`src/hw/rtcs_pkg.sv`:
```
// Constants, register map and time carrier for the clock supervisor block
package rtcs_pkg;

  // Register offsets
  localparam logic [3:0] OFF_FLAGS = 4'h0;
  localparam logic [3:0] OFF_CENTURY = 4'h1;
  localparam logic [3:0] OFF_ALM_MONTH = 4'h2;
  localparam logic [3:0] OFF_ALM_DATE = 4'h3;
  localparam logic [3:0] OFF_ALM_HOUR = 4'h4;
  localparam logic [3:0] OFF_ALM_MIN = 4'h5;
  localparam logic [3:0] OFF_ALM_SEC = 4'h6;
  localparam logic [3:0] OFF_WATCHDOG = 4'h7;
  localparam logic [3:0] OFF_CONTROL = 4'h8;
  localparam logic [3:0] OFF_SEC = 4'h9;
  localparam logic [3:0] OFF_MIN = 4'hA;
  localparam logic [3:0] OFF_HOUR = 4'hB;
  localparam logic [3:0] OFF_DAY = 4'hC;
  localparam logic [3:0] OFF_DATE = 4'hD;
  localparam logic [3:0] OFF_MONTH = 4'hE;
  localparam logic [3:0] OFF_YEAR = 4'hF;

  // Field positions
  localparam int FLG_WATCHDOG = 7;
  localparam int FLG_ALARM = 6;
  localparam int FLG_BATT_LOW = 4;
  localparam int CTL_WRITE = 7;
  localparam int CTL_READ = 6;
  localparam int CTL_SIGN = 5;
  localparam int WD_ROUTE = 7;
  localparam int ALM_ENABLE = 7;
  localparam int SEC_STOP = 7;

  // Values after reset
  localparam logic [7:0] REG_RESET = 8'h00;
  localparam logic [7:0] ONE_RESET = 8'h01;

  // Timing
  localparam int unsigned CLK_MHZ = 250;
  localparam int unsigned SEC_MS = 1000;
  localparam int unsigned SUBTICKS = 16;
  localparam int unsigned ONE_SEC_CYCLES = SEC_MS * 1000 * CLK_MHZ;
  localparam int unsigned SUB_CYCLES_DEF = ONE_SEC_CYCLES / SUBTICKS;
  localparam logic [31:0] CAL_STEP_CYCLES = 32'h0000_0004;
  localparam logic [3:0] LAST_SUBTICK = 4'hF;
  localparam logic [3:0] RST_HOLD_SUBTICKS = 4'h2;

  typedef struct packed {
    logic [7:0] century;
    logic [7:0] year;
    logic [7:0] month;
    logic [7:0] date;
    logic [7:0] day;
    logic [7:0] hour;
    logic [7:0] min;
    logic [7:0] sec;
  } rtcs_time_s;

  typedef enum logic [1:0] {WD_OFF, WD_RUN, WD_DONE} rtcs_wd_e;

endpackage : rtcs_pkg

```
`src/hw/rtcs_top.sv`:
```
// Clock, calendar, alarm, watchdog and SRAM bank control behind a byte SRAM port
//
// Summary of operation
// Sixteen byte registers accessed like static memory.
// Clock bytes are cells, refreshed once per second.
// Calendar handles short months and leap years.
// Offset 8h holds access control and calibration.
// Offset 7h holds the watchdog timeout setting.
// Watchdog expiry drives reset or interrupt, steered.
// Alarm fires when month..second bytes match.
// Offset 1h holds the century.
// Offset 0h reports watchdog, alarm, battery flags.
// Supply fail blocks register and SRAM writes.
// Both SRAM enables forced off during fail.
// Two external SRAM chip enable outputs.
// Four-bit address picks one register under enable.
// Bank select steers enables; external enable gates both.
// Read with enable low, write high; drive on output enable.
// Write spans later fall to earlier rise.
module rtcs_top
  import rtcs_pkg::*;
#(
  parameter int unsigned SUB_CYCLES = rtcs_pkg::SUB_CYCLES_DEF
) (
  // Clock and reset
  input wire logic ref_clk_in,
  input wire logic rst_n_in,
  // Register port, all controls active low
  input wire logic chip_enable_n_in,
  input wire logic output_enable_n_in,
  input wire logic write_enable_n_in,
  input wire logic [3:0] register_address_in,
  input wire logic [7:0] data_bus_in,
  output logic [7:0] data_bus_out,
  output logic data_bus_oe_out,
  // External SRAM control, active low except the bank select level
  input wire logic external_memory_select_in,
  input wire logic bank_select_in,
  output logic sram_bank0_select_out,
  output logic sram_bank1_select_out,
  // Supervisor
  input wire logic supply_fail_in,
  input wire logic battery_low_in,
  input wire logic watchdog_kick_in,
  input wire logic reset_request_in_a,
  input wire logic reset_request_in_b,
  output logic reset_out,
  output logic reset_oe_out,
  output logic interrupt_freqtest_out,
  output logic interrupt_freqtest_oe_out
);
  import rtcs_pkg::*;

  function automatic logic [7:0] bcd_next(input logic [7:0] v, input logic [7:0] top,
                                          input logic [7:0] low);
    if (v >= top) begin
      return low;
    end
    if (v[3:0] >= 4'h9) begin
      return {v[7:4] + 4'h1, 4'h0};
    end
    return {v[7:4], v[3:0] + 4'h1};
  endfunction : bcd_next

  // Every fourth year; no century exception, good through 2099
  function automatic logic is_leap(input logic [7:0] y);
    if (y[4]) begin
      return (y[3:0] == 4'h2) || (y[3:0] == 4'h6);
    end
    return (y[3:0] == 4'h0) || (y[3:0] == 4'h4) || (y[3:0] == 4'h8);
  endfunction : is_leap

  function automatic logic [7:0] month_end(input logic [7:0] m, input logic [7:0] y);
    case (m)
      8'h02: month_end = is_leap(y) ? 8'h29 : 8'h28;
      8'h04, 8'h06, 8'h09, 8'h11: month_end = 8'h30;
      default: month_end = 8'h31;
    endcase
  endfunction : month_end

  // Register cells
  logic [7:0] regs_q [16];
  rtcs_time_s cnt_q;
  rtcs_time_s cnt_d;

  // Host access tracking
  logic wr_act_q;
  logic rd_act_q;
  logic [3:0] acc_addr_q;
  logic [7:0] wr_data_q;
  logic kick_prev_q;
  logic refresh_q;

  // Prescaler
  logic [31:0] sub_cnt_q;
  logic [3:0] sub_idx_q;

  // Watchdog
  rtcs_wd_e wd_state_q;
  logic [10:0] wd_cnt_q;
  logic [3:0] rst_left_q;

  wire access_sel = ~chip_enable_n_in;
  wire wr_now = access_sel & ~write_enable_n_in;
  wire rd_now = access_sel & write_enable_n_in;
  wire wr_end = wr_act_q & ~wr_now;
  wire rd_end = rd_act_q & ~rd_now;
  wire wr_commit = wr_end & ~supply_fail_in;

  wire [7:0] ctl = regs_q[OFF_CONTROL];
  wire [7:0] wd_set = regs_q[OFF_WATCHDOG];
  wire [7:0] flags = regs_q[OFF_FLAGS];
  wire osc_stop = regs_q[OFF_SEC][SEC_STOP];

  // Releasing the write bit loads the host's time into the counters
  wire time_load = wr_commit & (acc_addr_q == OFF_CONTROL) & ctl[CTL_WRITE] &
                   ~wr_data_q[CTL_WRITE];
  // Refresh halts while host holds either access bit
  wire refresh_ok = ~ctl[CTL_WRITE] & ~ctl[CTL_READ];

  // Calibration nudges only the first sixteenth of each second
  // A negative trim larger than one sixteenth would wrap the length,
  // so small simulation prescalers must keep the trim at zero
  wire [31:0] cal_adj = CAL_STEP_CYCLES * {27'h0, ctl[4:0]};
  wire [31:0] sub_len = (sub_idx_q != 4'h0) ? SUB_CYCLES :
                        ctl[CTL_SIGN] ? SUB_CYCLES + cal_adj : SUB_CYCLES - cal_adj;
  wire sub_tick = ~osc_stop & (sub_cnt_q >= sub_len - 32'h1);
  wire sec_tick = sub_tick & (sub_idx_q == LAST_SUBTICK);

  // Calendar cascade
  wire sec_wrap = cnt_q.sec[6:0] >= 7'h59;
  wire min_wrap = sec_wrap & (cnt_q.min[6:0] >= 7'h59);
  wire hour_wrap = min_wrap & (cnt_q.hour[5:0] >= 6'h23);
  wire date_wrap = hour_wrap & (cnt_q.date >= month_end(cnt_q.month, cnt_q.year));
  wire month_wrap = date_wrap & (cnt_q.month >= 8'h12);
  wire year_wrap = month_wrap & (cnt_q.year >= 8'h99);

  always_comb begin
    cnt_d = cnt_q;
    if (time_load) begin
      cnt_d.sec = {1'b0, regs_q[OFF_SEC][6:0]};
      cnt_d.min = regs_q[OFF_MIN];
      cnt_d.hour = regs_q[OFF_HOUR];
      cnt_d.day = regs_q[OFF_DAY];
      cnt_d.date = regs_q[OFF_DATE];
      cnt_d.month = regs_q[OFF_MONTH];
      cnt_d.year = regs_q[OFF_YEAR];
      cnt_d.century = regs_q[OFF_CENTURY];
    end else if (sec_tick) begin
      cnt_d.sec = bcd_next(cnt_q.sec, 8'h59, 8'h00);
      if (sec_wrap) begin
        cnt_d.min = bcd_next(cnt_q.min, 8'h59, 8'h00);
      end
      if (min_wrap) begin
        cnt_d.hour = bcd_next(cnt_q.hour, 8'h23, 8'h00);
      end
      if (hour_wrap) begin
        cnt_d.day = bcd_next(cnt_q.day, 8'h07, 8'h01);
        cnt_d.date = bcd_next(cnt_q.date, month_end(cnt_q.month, cnt_q.year), 8'h01);
      end
      if (date_wrap) begin
        cnt_d.month = bcd_next(cnt_q.month, 8'h12, 8'h01);
      end
      if (month_wrap) begin
        cnt_d.year = bcd_next(cnt_q.year, 8'h99, 8'h00);
      end
      if (year_wrap) begin
        cnt_d.century = bcd_next(cnt_q.century, 8'h99, 8'h00);
      end
    end
  end

  // Alarm compares on each refresh, against the freshly stored time
  wire alarm_hit = refresh_q &
    (regs_q[OFF_ALM_MONTH][4:0] == cnt_q.month[4:0]) &
    (regs_q[OFF_ALM_DATE][5:0] == cnt_q.date[5:0]) &
    (regs_q[OFF_ALM_HOUR][5:0] == cnt_q.hour[5:0]) &
    (regs_q[OFF_ALM_MIN][6:0] == cnt_q.min[6:0]) &
    (regs_q[OFF_ALM_SEC][6:0] == cnt_q.sec[6:0]);

  // Watchdog: multiplier in units of 1/16, 1/4, 1 or 4 seconds
  wire [10:0] wd_limit = {6'h00, wd_set[6:2]} << {wd_set[1:0], 1'b0};
  wire wd_kick = (watchdog_kick_in ^ kick_prev_q) |
                 (wr_commit & (acc_addr_q == OFF_WATCHDOG));
  wire wd_fire = (wd_state_q == WD_RUN) & sub_tick & ~wd_kick &
                 (wd_cnt_q >= wd_limit - 11'h1);

  // Flags: hardware set wins over the read clear
  // Clearing on the end of the read keeps the byte stable while it is driven
  wire flag_clear = rd_end & (acc_addr_q == OFF_FLAGS);
  wire wd_flag_d = wd_fire | (flags[FLG_WATCHDOG] & ~flag_clear);
  wire alm_flag_d = alarm_hit | (flags[FLG_ALARM] & ~flag_clear);
  wire [7:0] flags_d = {wd_flag_d, alm_flag_d, 1'b0, battery_low_in, 4'h0};

  // Read path and pin outputs
  wire [7:0] rd_data = regs_q[register_address_in];
  wire drive_d = rd_now & ~output_enable_n_in & ~supply_fail_in;
  wire ext_sel = ~external_memory_select_in & ~supply_fail_in;
  wire bank0_d = ~(ext_sel & ~bank_select_in);
  wire bank1_d = ~(ext_sel & bank_select_in);
  wire irq_d = (flags[FLG_ALARM] & regs_q[OFF_ALM_MONTH][ALM_ENABLE]) |
               (flags[FLG_WATCHDOG] & wd_set[WD_ROUTE]);
  wire rst_d = (rst_left_q != 4'h0) | ~reset_request_in_a | ~reset_request_in_b |
               supply_fail_in;

  always_ff @(posedge ref_clk_in or negedge rst_n_in) begin
    if (!rst_n_in) begin
      wr_act_q <= 1'b0;
      rd_act_q <= 1'b0;
      acc_addr_q <= 4'h0;
      wr_data_q <= REG_RESET;
      kick_prev_q <= 1'b0;
    end else begin
      wr_act_q <= wr_now;
      rd_act_q <= rd_now;
      kick_prev_q <= watchdog_kick_in;
      if (wr_now | rd_now) begin
        acc_addr_q <= register_address_in;
      end
      if (wr_now) begin
        wr_data_q <= data_bus_in;
      end
    end
  end

  always_ff @(posedge ref_clk_in or negedge rst_n_in) begin
    if (!rst_n_in) begin
      sub_cnt_q <= 32'h0;
      sub_idx_q <= 4'h0;
      refresh_q <= 1'b0;
    end else begin
      refresh_q <= sec_tick & refresh_ok;
      if (time_load) begin
        sub_cnt_q <= 32'h0;
        sub_idx_q <= 4'h0;
      end else if (sub_tick) begin
        sub_cnt_q <= 32'h0;
        sub_idx_q <= sub_idx_q + 4'h1;
      end else if (!osc_stop) begin
        sub_cnt_q <= sub_cnt_q + 32'h1;
      end
    end
  end

  always_ff @(posedge ref_clk_in or negedge rst_n_in) begin
    if (!rst_n_in) begin
      cnt_q <= '{century: REG_RESET, year: REG_RESET, month: ONE_RESET, date: ONE_RESET,
                 day: ONE_RESET, hour: REG_RESET, min: REG_RESET, sec: REG_RESET};
    end else begin
      cnt_q <= cnt_d;
    end
  end

  // Host writes take priority; the refresh skips while W or R is held
  always_ff @(posedge ref_clk_in or negedge rst_n_in) begin
    if (!rst_n_in) begin
      for (int i = 0; i < 16; i++) begin
        regs_q[i] <= REG_RESET;
      end
      regs_q[OFF_DAY] <= ONE_RESET;
      regs_q[OFF_DATE] <= ONE_RESET;
      regs_q[OFF_MONTH] <= ONE_RESET;
    end else begin
      if (refresh_q) begin
        regs_q[OFF_SEC] <= {regs_q[OFF_SEC][SEC_STOP], cnt_q.sec[6:0]};
        regs_q[OFF_MIN] <= cnt_q.min;
        regs_q[OFF_HOUR] <= cnt_q.hour;
        regs_q[OFF_DAY] <= cnt_q.day;
        regs_q[OFF_DATE] <= cnt_q.date;
        regs_q[OFF_MONTH] <= cnt_q.month;
        regs_q[OFF_YEAR] <= cnt_q.year;
        regs_q[OFF_CENTURY] <= cnt_q.century;
      end
      if (wr_commit && acc_addr_q != OFF_FLAGS) begin
        regs_q[acc_addr_q] <= wr_data_q;
      end
      regs_q[OFF_FLAGS] <= flags_d;
    end
  end

  always_ff @(posedge ref_clk_in or negedge rst_n_in) begin
    if (!rst_n_in) begin
      wd_state_q <= WD_OFF;
      wd_cnt_q <= 11'h0;
      rst_left_q <= 4'h0;
    end else begin
      case (wd_state_q)
        WD_OFF: begin
          wd_cnt_q <= 11'h0;
          if (wd_limit != 11'h0) begin
            wd_state_q <= WD_RUN;
          end
        end
        WD_RUN: begin
          if (wd_limit == 11'h0) begin
            wd_state_q <= WD_OFF;
          end else if (wd_kick) begin
            wd_cnt_q <= 11'h0;
          end else if (wd_fire) begin
            wd_state_q <= WD_DONE;
          end else if (sub_tick) begin
            wd_cnt_q <= wd_cnt_q + 11'h1;
          end
        end
        WD_DONE: begin
          wd_cnt_q <= 11'h0;
          if (wd_kick) begin
            wd_state_q <= WD_OFF;
          end
        end
        default: wd_state_q <= WD_OFF;
      endcase
      if (wd_fire && !wd_set[WD_ROUTE]) begin
        rst_left_q <= RST_HOLD_SUBTICKS;
      end else if (sub_tick && rst_left_q != 4'h0) begin
        rst_left_q <= rst_left_q - 4'h1;
      end
    end
  end

  // Open-drain pins only ever pull low
  always_ff @(posedge ref_clk_in or negedge rst_n_in) begin
    if (!rst_n_in) begin
      data_bus_out <= 8'h00;
      data_bus_oe_out <= 1'b0;
      sram_bank0_select_out <= 1'b1;
      sram_bank1_select_out <= 1'b1;
      reset_out <= 1'b0;
      reset_oe_out <= 1'b1;
      interrupt_freqtest_out <= 1'b0;
      interrupt_freqtest_oe_out <= 1'b0;
    end else begin
      data_bus_out <= rd_data;
      data_bus_oe_out <= drive_d;
      sram_bank0_select_out <= bank0_d;
      sram_bank1_select_out <= bank1_d;
      reset_out <= 1'b0;
      reset_oe_out <= rst_d;
      interrupt_freqtest_out <= 1'b0;
      interrupt_freqtest_oe_out <= irq_d;
    end
  end

endmodule : rtcs_top

```
`config.mk`:
```
export PLATFORM = sky130hd
export DESIGN_NAME = rtcs_top
export DESIGN_NICKNAME = d
export VERILOG_FILES = /design/src/hw/rtcs_pkg.sv /design/src/hw/rtcs_top.sv
export SDC_FILE = /design/constraint.sdc
export NUM_CORES = 1
export LEC_CHECK = 0
export ABC_AREA = 0
export BUFFER_PORTS_ARGS = -buffer_cell sky130_fd_sc_hd__buf_4
export CORE_UTILIZATION = 35
export CTS_CLUSTER_SIZE = 8
export DETAILED_ROUTE_END_ITERATION = 10
export PLACE_DENSITY = 0.46
export RECOVER_POWER = 50
export SYNTH_ARGS = -nofsm -noshare
export SYNTH_HDL_FRONTEND = slang
export SYNTH_SLANG_ARGS = --single-unit
export TNS_END_PERCENT = 5
```
`constraint.sdc`:
```
create_clock -name ref_clk_in -period 7.05 [get_ports ref_clk_in]
set_input_delay 1.41 -clock ref_clk_in [delete_from_list [all_inputs] [get_ports ref_clk_in]]
set_output_delay 1.41 -clock ref_clk_in [all_outputs]
set_load 0.03 [all_outputs]
```
==> results of run 1 <==
metal layers:
layer	wire length (um)	vias to the layer above	global-route usage [%]
li1	-	5894	-
met1	23100	6198	29.9
met2	22400	224	33.7
met3	2040	78	3.72
met4	1410	2	7.47
met5	12	-	0
path summary, 6_finish.rpt:
kind | start | end | slack (ps) | cells after the start
worst max register to register | register | wd_cnt_q[2]$_DFFE_PN0P_ | 2150 | 15
max in group asynchronous | rst_n_in | data_bus_out[6]$_DFF_PN0_ | 2630 | 2
worst min register to register | register | refresh_q$_DFF_PN0_ | 450 | 1
worst max-delay path | register | wd_cnt_q[2]$_DFFE_PN0P_ | 2150 | 15
worst min-delay path | register | refresh_q$_DFF_PN0_ | 450 | 1
min in group asynchronous | rst_n_in | sub_cnt_q[22]$_DFFE_PN0P_ | 2090 | 1
logic make-up after synthesis:
group,count (synthesis)
compound gates,361
xor+xnor,59
fa+ha+maj,77
buf+inv,141
flops,269
mux,177
other cells,1
simple gates,546
worst max-delay path, stage by stage, from the launching register on:
cell and delay, ps:
dfrtp_1 820, nor2_1 110, nand2_1 130, ha_1 290
nand4_1 220, nor3_1 270, xnor2_1 170, ha_1 270
a211o_1 260, a21oi_1 150, o21ai_0 110, o32a_1 320
a21oi_1 630, nand3_1 340, or3b_2 550, a21boi_0 180
power by group through the flow:
stage          logic [mW]  registers, mW  clock network (mW)
3_3_place_gp        0.775           2.10                   0
4_1_cts             0.793           2.08                1.82
6_report            0.785           2.08                1.77
5_1_grt             0.876           2.11                1.87
2_1_floorplan       0.576           1.94                   0
3_5_place_dp        0.788           2.10                   0
final cells by class:
| cell class | instances | area [sq um] |
|---|---|---|
| sequential | 269 | 6750 |
| antenna | 1 | 2.50 |
| multi-input combinational | 1223 | 8650 |
| timing repair buffer | 51 | 373 |
| clock inverter | 2 | 25.0 |
| tap | 592 | 741 |
| fill | 4411 | 26800 |
| inverter | 51 | 191 |
| clock buffer | 63 | 1090 |
cell usage in the layout, fill, tap and decap left out, types with 7 or more instances in the layout:
| master | count |
|---|---|
| nand4b_1 | 10 |
| mux4_2 | 35 |
| nor3_1 | 22 |
| buf_4 | 43 |
| nand3_1 | 49 |
| nand2b_1 | 10 |
| a21o_1 | 8 |
| dfrtp_1 | 259 |
| nor4_1 | 10 |
| mux2_2 | 73 |
| and3_1 | 19 |
| nand2_1 | 174 |
| o21a_1 | 8 |
| nor3b_1 | 9 |
| mux2i_1 | 69 |
| xnor2_1 | 42 |
| nor2b_1 | 14 |
| inv_1 | 51 |
| dfstp_2 | 9 |
| ha_1 | 77 |
| a221o_1 | 7 |
| clkbuf_1 | 29 |
| o21ai_0 | 131 |
| and2_1 | 11 |
| nand4_1 | 20 |
| o31ai_1 | 7 |
| clkbuf_16 | 40 |
| a21boi_0 | 10 |
| a21oi_1 | 92 |
| xor2_1 | 17 |
| a31oi_1 | 26 |
| a22o_1 | 9 |
| nor2_1 | 148 |
| or3_1 | 13 |
stage by stage:
stage / setup WS (ps) / total power [mW] / hold slack, ps
2_1_floorplan: 2900 / 2.52 / 420
3_3_place_gp: 2330 / 2.88 / 441
3_5_place_dp: 2260 / 2.89 / 450
4_1_cts: 2230 / 4.69 / 448
5_1_grt: 1700 / 4.86 / 475
6_report: 2150 / 4.63 / 451
==> flow_metrics.env, run 1 <==
export IMPL_yosysMostFrequentCell="dfrtp_1"
export IMPL_clock_root_buffer="clkbuf_16"
export IMPL_switching_share_pct=31.3
export IMPL_wire_per_inst_um=21.7
export IMPL_synthSimpleGateAreaFrac_pct=16.7
export IMPL_synthCells=1631
export IMPL_wl_mm=48.9
export IMPL_vias=12400
export IMPL_grt_max_degree=142
export IMPL_status="finished with violations"
export IMPL_core_area_sq_um=44600
export IMPL_critical_path_arrival_ps=5370
export IMPL_initial_core_util_pct=35.8
export IMPL_dieArea_sq_um=46400
export IMPL_synth_distinct_cells=80
export IMPL_clkTransAtPathRegs_ps=50
export IMPL_relSlewSlack_pct=-139
export IMPL_cts_buffer_depth=3
export IMPL_critPathRequiredTime_ps=7520
export IMPL_track_usage_pct=21.5
export IMPL_finalSetupViolCount=0
export IMPL_synth_compound_area_share_pct=13.8
export IMPL_worst_pin_slew_ps=3590
export IMPL_drc_errors=0
export IMPL_finalClockSkew_ps=19.7
export IMPL_power_density_nw_per_um2=260
export IMPL_drtPass1Iterations=5
export IMPL_cts_sinks=269
export IMPL_grt_pass1_vias=12200
export IMPL_ys_seq_area_share_pct=42.3
export IMPL_finalHoldViolations=0
export IMPL_timing_worst_setup_path_type="reg -> reg"
export IMPL_clk_latency_ps=560
export IMPL_ys_warn_count=0
export IMPL_area_growth_syn_to_layout_pct=11.7
export IMPL_slew_violations=98
export IMPL_yosys_area_top_type="dfrtp_1"
export IMPL_dpl_hpwl_mm=33.5
export IMPL_synth_main_ff_cell="dfrtp_1"
export IMPL_grt_pass1_wl_mm=76.6
export IMPL_antenna_found_initial=2
export IMPL_pin_count=39
export IMPL_viasPerCell=5.50
export IMPL_internal_power_mw=3.18
export IMPL_synth_top_area_share_pct=40.8
export IMPL_drtIter0Drc=873
export IMPL_cts_tree="yes"
export IMPL_maxCapViolCount=2
export IMPL_fin_util_pct=39.9
export IMPL_postLayoutCellArea_sq_um=17800
export IMPL_worstSetupStartpointType="register"
export IMPL_ys_ff_latch=269
export IMPL_drtAntennaViolNets=0
export IMPL_synthAdderAreaFrac_pct=6.04
export IMPL_power_switching_mw=1.45
export IMPL_failed_checks="max-capacitance violations, max-slew violations"
export IMPL_final_cells=2252
export IMPL_synth_xor_area_share_pct=3.24
export IMPL_synth_edf_count=0
export IMPL_htreeDepth=2
export IMPL_die_h_um=216
export IMPL_crit_fanout=25
export IMPL_clock_power_share_pct=38.1
export IMPL_finalSetupTns_ps=0
export IMPL_fp_dieW_um=216
export IMPL_p_seq_share_pct=44.9
export IMPL_synthArstFlopShare_pct=100
export IMPL_io_buffers=36
export IMPL_max_freq_mhz=204
export IMPL_p_leak_nw=7.29
export IMPL_num_rows=77
export IMPL_dpl_instance_area_sq_um=16700
export IMPL_cts_made_buffers=39
export IMPL_syn_area_per_cell_sq_um=9.78
export IMPL_rsz0062_at_grt="no"
export IMPL_crit_path_end_kind="register"
export IMPL_yosys_top_cells_area="dfrtp_1, ha_1, mux2_2"
export IMPL_finalCriticalPeriod_ps=4900
export IMPL_synth_top_family_by_area="simple AND/OR/NAND/NOR gates"
export IMPL_dp_cells=2186
export IMPL_cts_resized=0
export IMPL_holdCritPathClass="reg -> reg"
export IMPL_yosys_top_cells_count="dfrtp_1, nand2_1, nor2_1"
export IMPL_ir_drop_uv=163
export IMPL_place_gp_congestion=0.848
export IMPL_drive_gt1_share_pct=13.6
export IMPL_syn_cell_area_sq_um=16000
export IMPL_grt_overflow=0
export IMPL_holdBufCountCts=0
export IMPL_period_share_pct=69.5
export IMPL_cts_setup_buffers=0
export IMPL_synthMuxAreaShare_pct=14.4
export IMPL_final_nets=1736
export IMPL_combPwrFrac_pct=17.0
(Power assumes the default switching activity.)
==> run 2: changes to the inputs <==
Clock period 7.05 ns to 4.7 ns, I/O delays scaled along.
==> flow_metrics.env, run 2 (synthesized netlist as in run 1, its figures left out) <==
export IMPL_maxCapViolCount=2
export IMPL_holdBufCountCts=0
export IMPL_grt_overflow=0
export IMPL_path_delay_family="compound AO/OA/AOI/OAI gates"
export IMPL_slowest_stage="or4_4"
export IMPL_viasPerCell=5.55
export IMPL_final_common_cell="dfrtp_1"
export IMPL_power_density_nw_per_um2=386
export IMPL_final_cells=2262
export IMPL_cts_resized=0
export IMPL_finalSetupTns_ps=0
export IMPL_htreeDepth=2
export IMPL_max_freq_mhz=231
export IMPL_cts_made_buffers=39
export IMPL_p_leak_nw=7.38
export IMPL_internal_power_mw=4.74
export IMPL_ir_drop_uv=253
export IMPL_cts_setup_buffers=0
export IMPL_worstSetupStartpointType="register"
export IMPL_finalCriticalPeriod_ps=4330
export IMPL_cts_sinks=269
export IMPL_crit_path_max_incr_delay_ps=610
export IMPL_cts_tree="yes"
export IMPL_period_share_pct=92.1
export IMPL_cts_buffer_depth=3
export IMPL_clk_latency_ps=570
export IMPL_initial_core_util_pct=35.8
export IMPL_r2r_end="cnt_q[52]$_DFFE_PN0P_"
export IMPL_clock_power_share_pct=37.7
export IMPL_clkTransAtPathRegs_ps=50
export IMPL_rsz0062_at_grt="no"
export IMPL_status="finished with violations"
export IMPL_endpoint="cnt_q[52]$_DFFE_PN0P_"
export IMPL_dieArea_sq_um=46400
export IMPL_vias=12600
export IMPL_timing_worst_setup_path_type="reg -> reg"
export IMPL_dp_cells=2201
export IMPL_critical_path_arrival_ps=4820
export IMPL_place_gp_congestion=0.835
export IMPL_grt_pass1_wl_mm=77.5
export IMPL_crit_buf_inv=1
export IMPL_clock_root_buffer="clkbuf_16"
export IMPL_drtPass1Iterations=5
export IMPL_grt_pass1_vias=12500
export IMPL_cp_common_cell="ha_1"
export IMPL_drive_gt1_share_pct=14.5
export IMPL_reg2reg_depth=17
export IMPL_fin_hold_ws_ps=456
export IMPL_antenna_found_initial=3
export IMPL_crit_fanout=9
export IMPL_finalHoldViolations=0
export IMPL_num_rows=77
export IMPL_holdCritPathClass="reg -> reg"
export IMPL_wl_mm=49.5
export IMPL_power_switching_mw=2.17
export IMPL_drtIter0Drc=1029
export IMPL_wire_per_inst_um=21.9
export IMPL_power_mw=6.91
export IMPL_slew_violations=137
export IMPL_die_h_um=216
export IMPL_cp_depth=17
export IMPL_finalClockSkew_ps=24.5
export IMPL_drc_errors=0
export IMPL_fp_dieW_um=216
export IMPL_p_seq_share_pct=45.1
export IMPL_core_area_sq_um=44600
export IMPL_pin_count=39
export IMPL_crit_chain="inv_1 -> ha_1 -> a211oi_1 -> a21oi_1 -> xnor2_1 -> nand2_1 -> nor3_1 -> xor2_1 -> ha_1 -> nand4_1 -> o31ai_1 -> a211o_1 -> o21a_1 -> o211ai_2 -> or4_4 -> or3_1 -> a31oi_1"
export IMPL_combPwrFrac_pct=17.2
export IMPL_worst_pin_slew_ps=2990
export IMPL_final_nets=1751
export IMPL_multi_input_area_sq_um=8670
export IMPL_antenna_cells=0
export IMPL_io_buffers=36
export IMPL_relSlewSlack_pct=-99.3
export IMPL_finalSetupViolCount=0
export IMPL_critPathRequiredTime_ps=5190
export IMPL_drtAntennaViolNets=0
export IMPL_area_growth_syn_to_layout_pct=12.3
export IMPL_register_area_sq_um=6750
export IMPL_grt_max_degree=102
export IMPL_regToRegSetupSlack_ps=370
export IMPL_mostFrequentLayoutCells="dfrtp_1, nand2_1, nor2_1"
export IMPL_failed_checks="max-capacitance violations, max-slew violations"
export IMPL_switching_share_pct=31.4
export IMPL_fin_util_pct=40.2
export IMPL_track_usage_pct=21.8
export IMPL_crit_path_end_kind="register"
export IMPL_fill_cells=4405
export IMPL_dpl_hpwl_mm=34.1
## run 2: how the worst min path moves through the flow
stage	startpoint	end	slack [ps]	cells past startpoint
finish	register	refresh_q$_DFF_PN0_	460	1
global route	register	refresh_q$_DFF_PN0_	490	1
CTS	register	refresh_q$_DFF_PN0_	450	1
detailed placement	register	refresh_q$_DFF_PN0_	440	1
global placement	register	refresh_q$_DFF_PN0_	440	1
floorplan	register	refresh_q$_DFF_PN0_	420	1
## run 2: power groups by stage
stage / logic, mW / clock network [mW] / registers, mW
floorplan: 0.865 / 0 / 2.92
global placement: 1.18 / 0 / 3.14
detailed placement: 1.19 / 0 / 3.15
CTS: 1.20 / 2.69 / 3.11
global route: 1.32 / 2.77 / 3.16
finish: 1.19 / 2.61 / 3.12
## run 2: area by class of cell
class                           instances  area share, %
Multi-Input combinational cell       1223           48.4
Sequential cell                       269           37.7
Clock buffer                           59           5.87
Tap cell                              592           4.14
Timing Repair Buffer                   66           2.70
Inverter                               51           1.07
Clock inverter                          2          0.182
## run 2: per-stage QoR
stage | cell area, sq um | worst slack, ps
global route | 17900 | 89.5
global placement | 16900 | 513
CTS | 18000 | 355
floorplan | 16000 | 550
detailed placement | 16900 | 337
finish | 17900 | 369
## run 2: per-layer routing
layer	share of wire (%)	vias to the layer above	GRT usage, %
li1	-	5920	-
met1	48	6318	30.9
met2	46	241	34.6
met3	3.4	74	2.35
met4	2.5	0	7.14
met5	0	-	0
==> run 3: changes to the inputs <==
Settings changed: PLACE_DENSITY 0.46 to 0.47, SKIP_LAST_GASP from default to 1.
Clock period 4.7 ns to 3.75 ns, I/O delays scaled along.
==> flow_metrics.env, run 3 (synthesized netlist as in run 1, its figures left out) <==
export IMPL_status="finished with violations"
export IMPL_failed_checks="max-capacitance violations, max-slew violations, negative setup slack"
export IMPL_cts_tree="yes"
export IMPL_power_density_nw_per_um2=473
export IMPL_fp_dieW_um=216
export IMPL_grt_max_degree=87
export IMPL_holdBufCountCts=0
export IMPL_cts_buffer_depth=3
export IMPL_wl_mm=49.8
export IMPL_drtPass1Iterations=5
export IMPL_drive_gt1_share_pct=20.1
export IMPL_dieArea_sq_um=46400
export IMPL_grt_pass1_vias=12800
export IMPL_cts_made_buffers=40
export IMPL_clk_latency_ps=550
export IMPL_worstSetupStartpointType="register"
export IMPL_clkTransAtPathRegs_ps=50
export IMPL_finalSetupViolCount=75
export IMPL_drtAntennaViolNets=0
export IMPL_antenna_cells=0
export IMPL_grt_overflow=0
export IMPL_viasPerCell=5.44
export IMPL_final_cells=2357
export IMPL_htreeDepth=2
export IMPL_track_usage_pct=21.6
export IMPL_clock_root_buffer="clkbuf_16"
export IMPL_cts_sinks=269
export IMPL_final_common_cell="dfrtp_1"
export IMPL_ir_drop_uv=270
export IMPL_wire_per_inst_um=21.1
export IMPL_finalHoldViolations=0
export IMPL_fill_cells=4300
export IMPL_core_area_sq_um=44600
export IMPL_crit_path_end_kind="register"
export IMPL_relSlewSlack_pct=-38.6
export IMPL_switching_share_pct=31.4
export IMPL_period_share_pct=104
export IMPL_mostFrequentLayoutCells="dfrtp_1, nand2_1, nor2_1"
export IMPL_drtIter0Drc=984
export IMPL_p_leak_nw=7.87
export IMPL_vias=12800
export IMPL_p_seq_share_pct=43.3
export IMPL_grt_pass1_wl_mm=77.7
export IMPL_dpl_hpwl_mm=34.8
export IMPL_max_freq_mhz=256
export IMPL_place_gp_congestion=0.841
export IMPL_finalCriticalPeriod_ps=3910
export IMPL_die_h_um=216
export IMPL_power_switching_mw=2.80
export IMPL_num_rows=77
export IMPL_rsz0062_at_grt="yes"
export IMPL_critical_path_arrival_ps=4370
export IMPL_pin_count=39
export IMPL_holdCritPathClass="in -> reg"
export IMPL_dp_cells=2284
export IMPL_initial_core_util_pct=35.8
export IMPL_critPathRequiredTime_ps=4210
export IMPL_clock_power_share_pct=38.0
export IMPL_slew_violations=140
export IMPL_power_mw=8.91
export IMPL_crit_fanout=6
export IMPL_combPwrFrac_pct=18.6
export IMPL_maxCapViolCount=2
export IMPL_finalClockSkew_ps=22.3
export IMPL_final_nets=1839
export IMPL_worst_pin_slew_ps=2080
export IMPL_area_growth_syn_to_layout_pct=18.0
export IMPL_setup_ws_ps=-160
export IMPL_antenna_found_initial=3
export IMPL_internal_power_mw=6.11
export IMPL_drc_errors=0
export IMPL_io_buffers=36
export IMPL_timing_worst_setup_path_type="reg -> reg"
export IMPL_fin_hold_ws_ps=329
==> run 3: cell types whose count changed in the layout (fill, tap and decap cells not counted), sizes merged <==
cell | previous run | this run
clkbuf | 68 | 74
inv | 51 | 53
buf | 57 | 144
==> run 3: timing repair <==
| action | 4_1_cts | 5_1_grt |
|---|---|---|
| pin swaps | 10 | 3 |
| buffers inserted | 2 | 1 |
| setup endpoints to repair | 95 | 115 |
| endpoints found under the hold margin | 0 | 0 |
| resized for setup | 18 | 19 |
| gates cloned | 0 | 1 |
==> run 3: path summary, 6_finish.rpt <==
path | from | to | slack (ps) | cells after the start
max | register | cnt_q[53]$_DFFE_PN0P_ | -160 | 15
min | battery_low_in | flags[4]$_DFF_PN0_ | 330 | 1
max reg2reg | register | cnt_q[53]$_DFFE_PN0P_ | -160 | 15
min reg2reg | register | refresh_q$_DFF_PN0_ | 450 | 1
max in group asynchronous | rst_n_in | data_bus_out[2]$_DFF_PN0_ | 490 | 2
min in group asynchronous | rst_n_in | sub_cnt_q[22]$_DFFE_PN0P_ | 800 | 1
==> run 3: power by group through the flow <==
stage | combinational [mW] | sequential, mW | clock [mW]
6_report | 1.66 | 3.86 | 3.39
5_1_grt | 1.84 | 3.91 | 3.57
4_1_cts | 1.66 | 3.85 | 3.46
3_5_place_dp | 1.64 | 3.90 | 0
3_3_place_gp | 1.62 | 3.89 | 0
2_1_floorplan | 1.09 | 3.66 | 0
==> run 3: worst max-delay path: stages (launching register included) <==
cell      delay [ps]
dfrtp_2          460
ha_1             300
mux2i_1          170
nor2_1            90
ha_1             220
buf_4            140
xor2_1           150
ha_1             270
nand4_1          130
o31ai_1          230
a211o_1          220
o21a_2           230
o211ai_4         160
or4_4            540
or3_1            360
a31oi_1          170
==> run 3: cell type report <==
type / instances / area, sq um / share of cell area (%)
tap: 592 / 741 / 3.94
clock inverter: 4 / 53.8 / 0.286
timing repair buffer: 153 / 1190 / 6.35
sequential: 269 / 6750 / 35.9
clock buffer: 65 / 1090 / 5.82
inverter: 51 / 191 / 1.02
multi-input combinational: 1223 / 8800 / 46.7
==> run 3: metal layers <==
metal	share of wire, %	vias to the layer above	track usage [%]	wire length [um]
li1	-	6090	-	-
met1	47	6426	29.7	23300
met2	46	232	34.9	23000
met3	4.1	76	3.44	2060
met4	2.9	0	6.95	1450
met5	0	-	0	0
==> run 3: metrics by stage <==
step           cell area (sq um)  setup slack (ps)  setup TNS (ps)  utilization [%]
5_1_grt                    18800              -409          -39490             42.2
3_3_place_gp               17600              -263           -8110             39.4
3_5_place_dp               17600              -325          -13990             39.4
2_1_floorplan              16000              7.55               0                -
4_1_cts                    18800              -110           -3140             42.1
6_report                   18800              -160           -5490             42.2
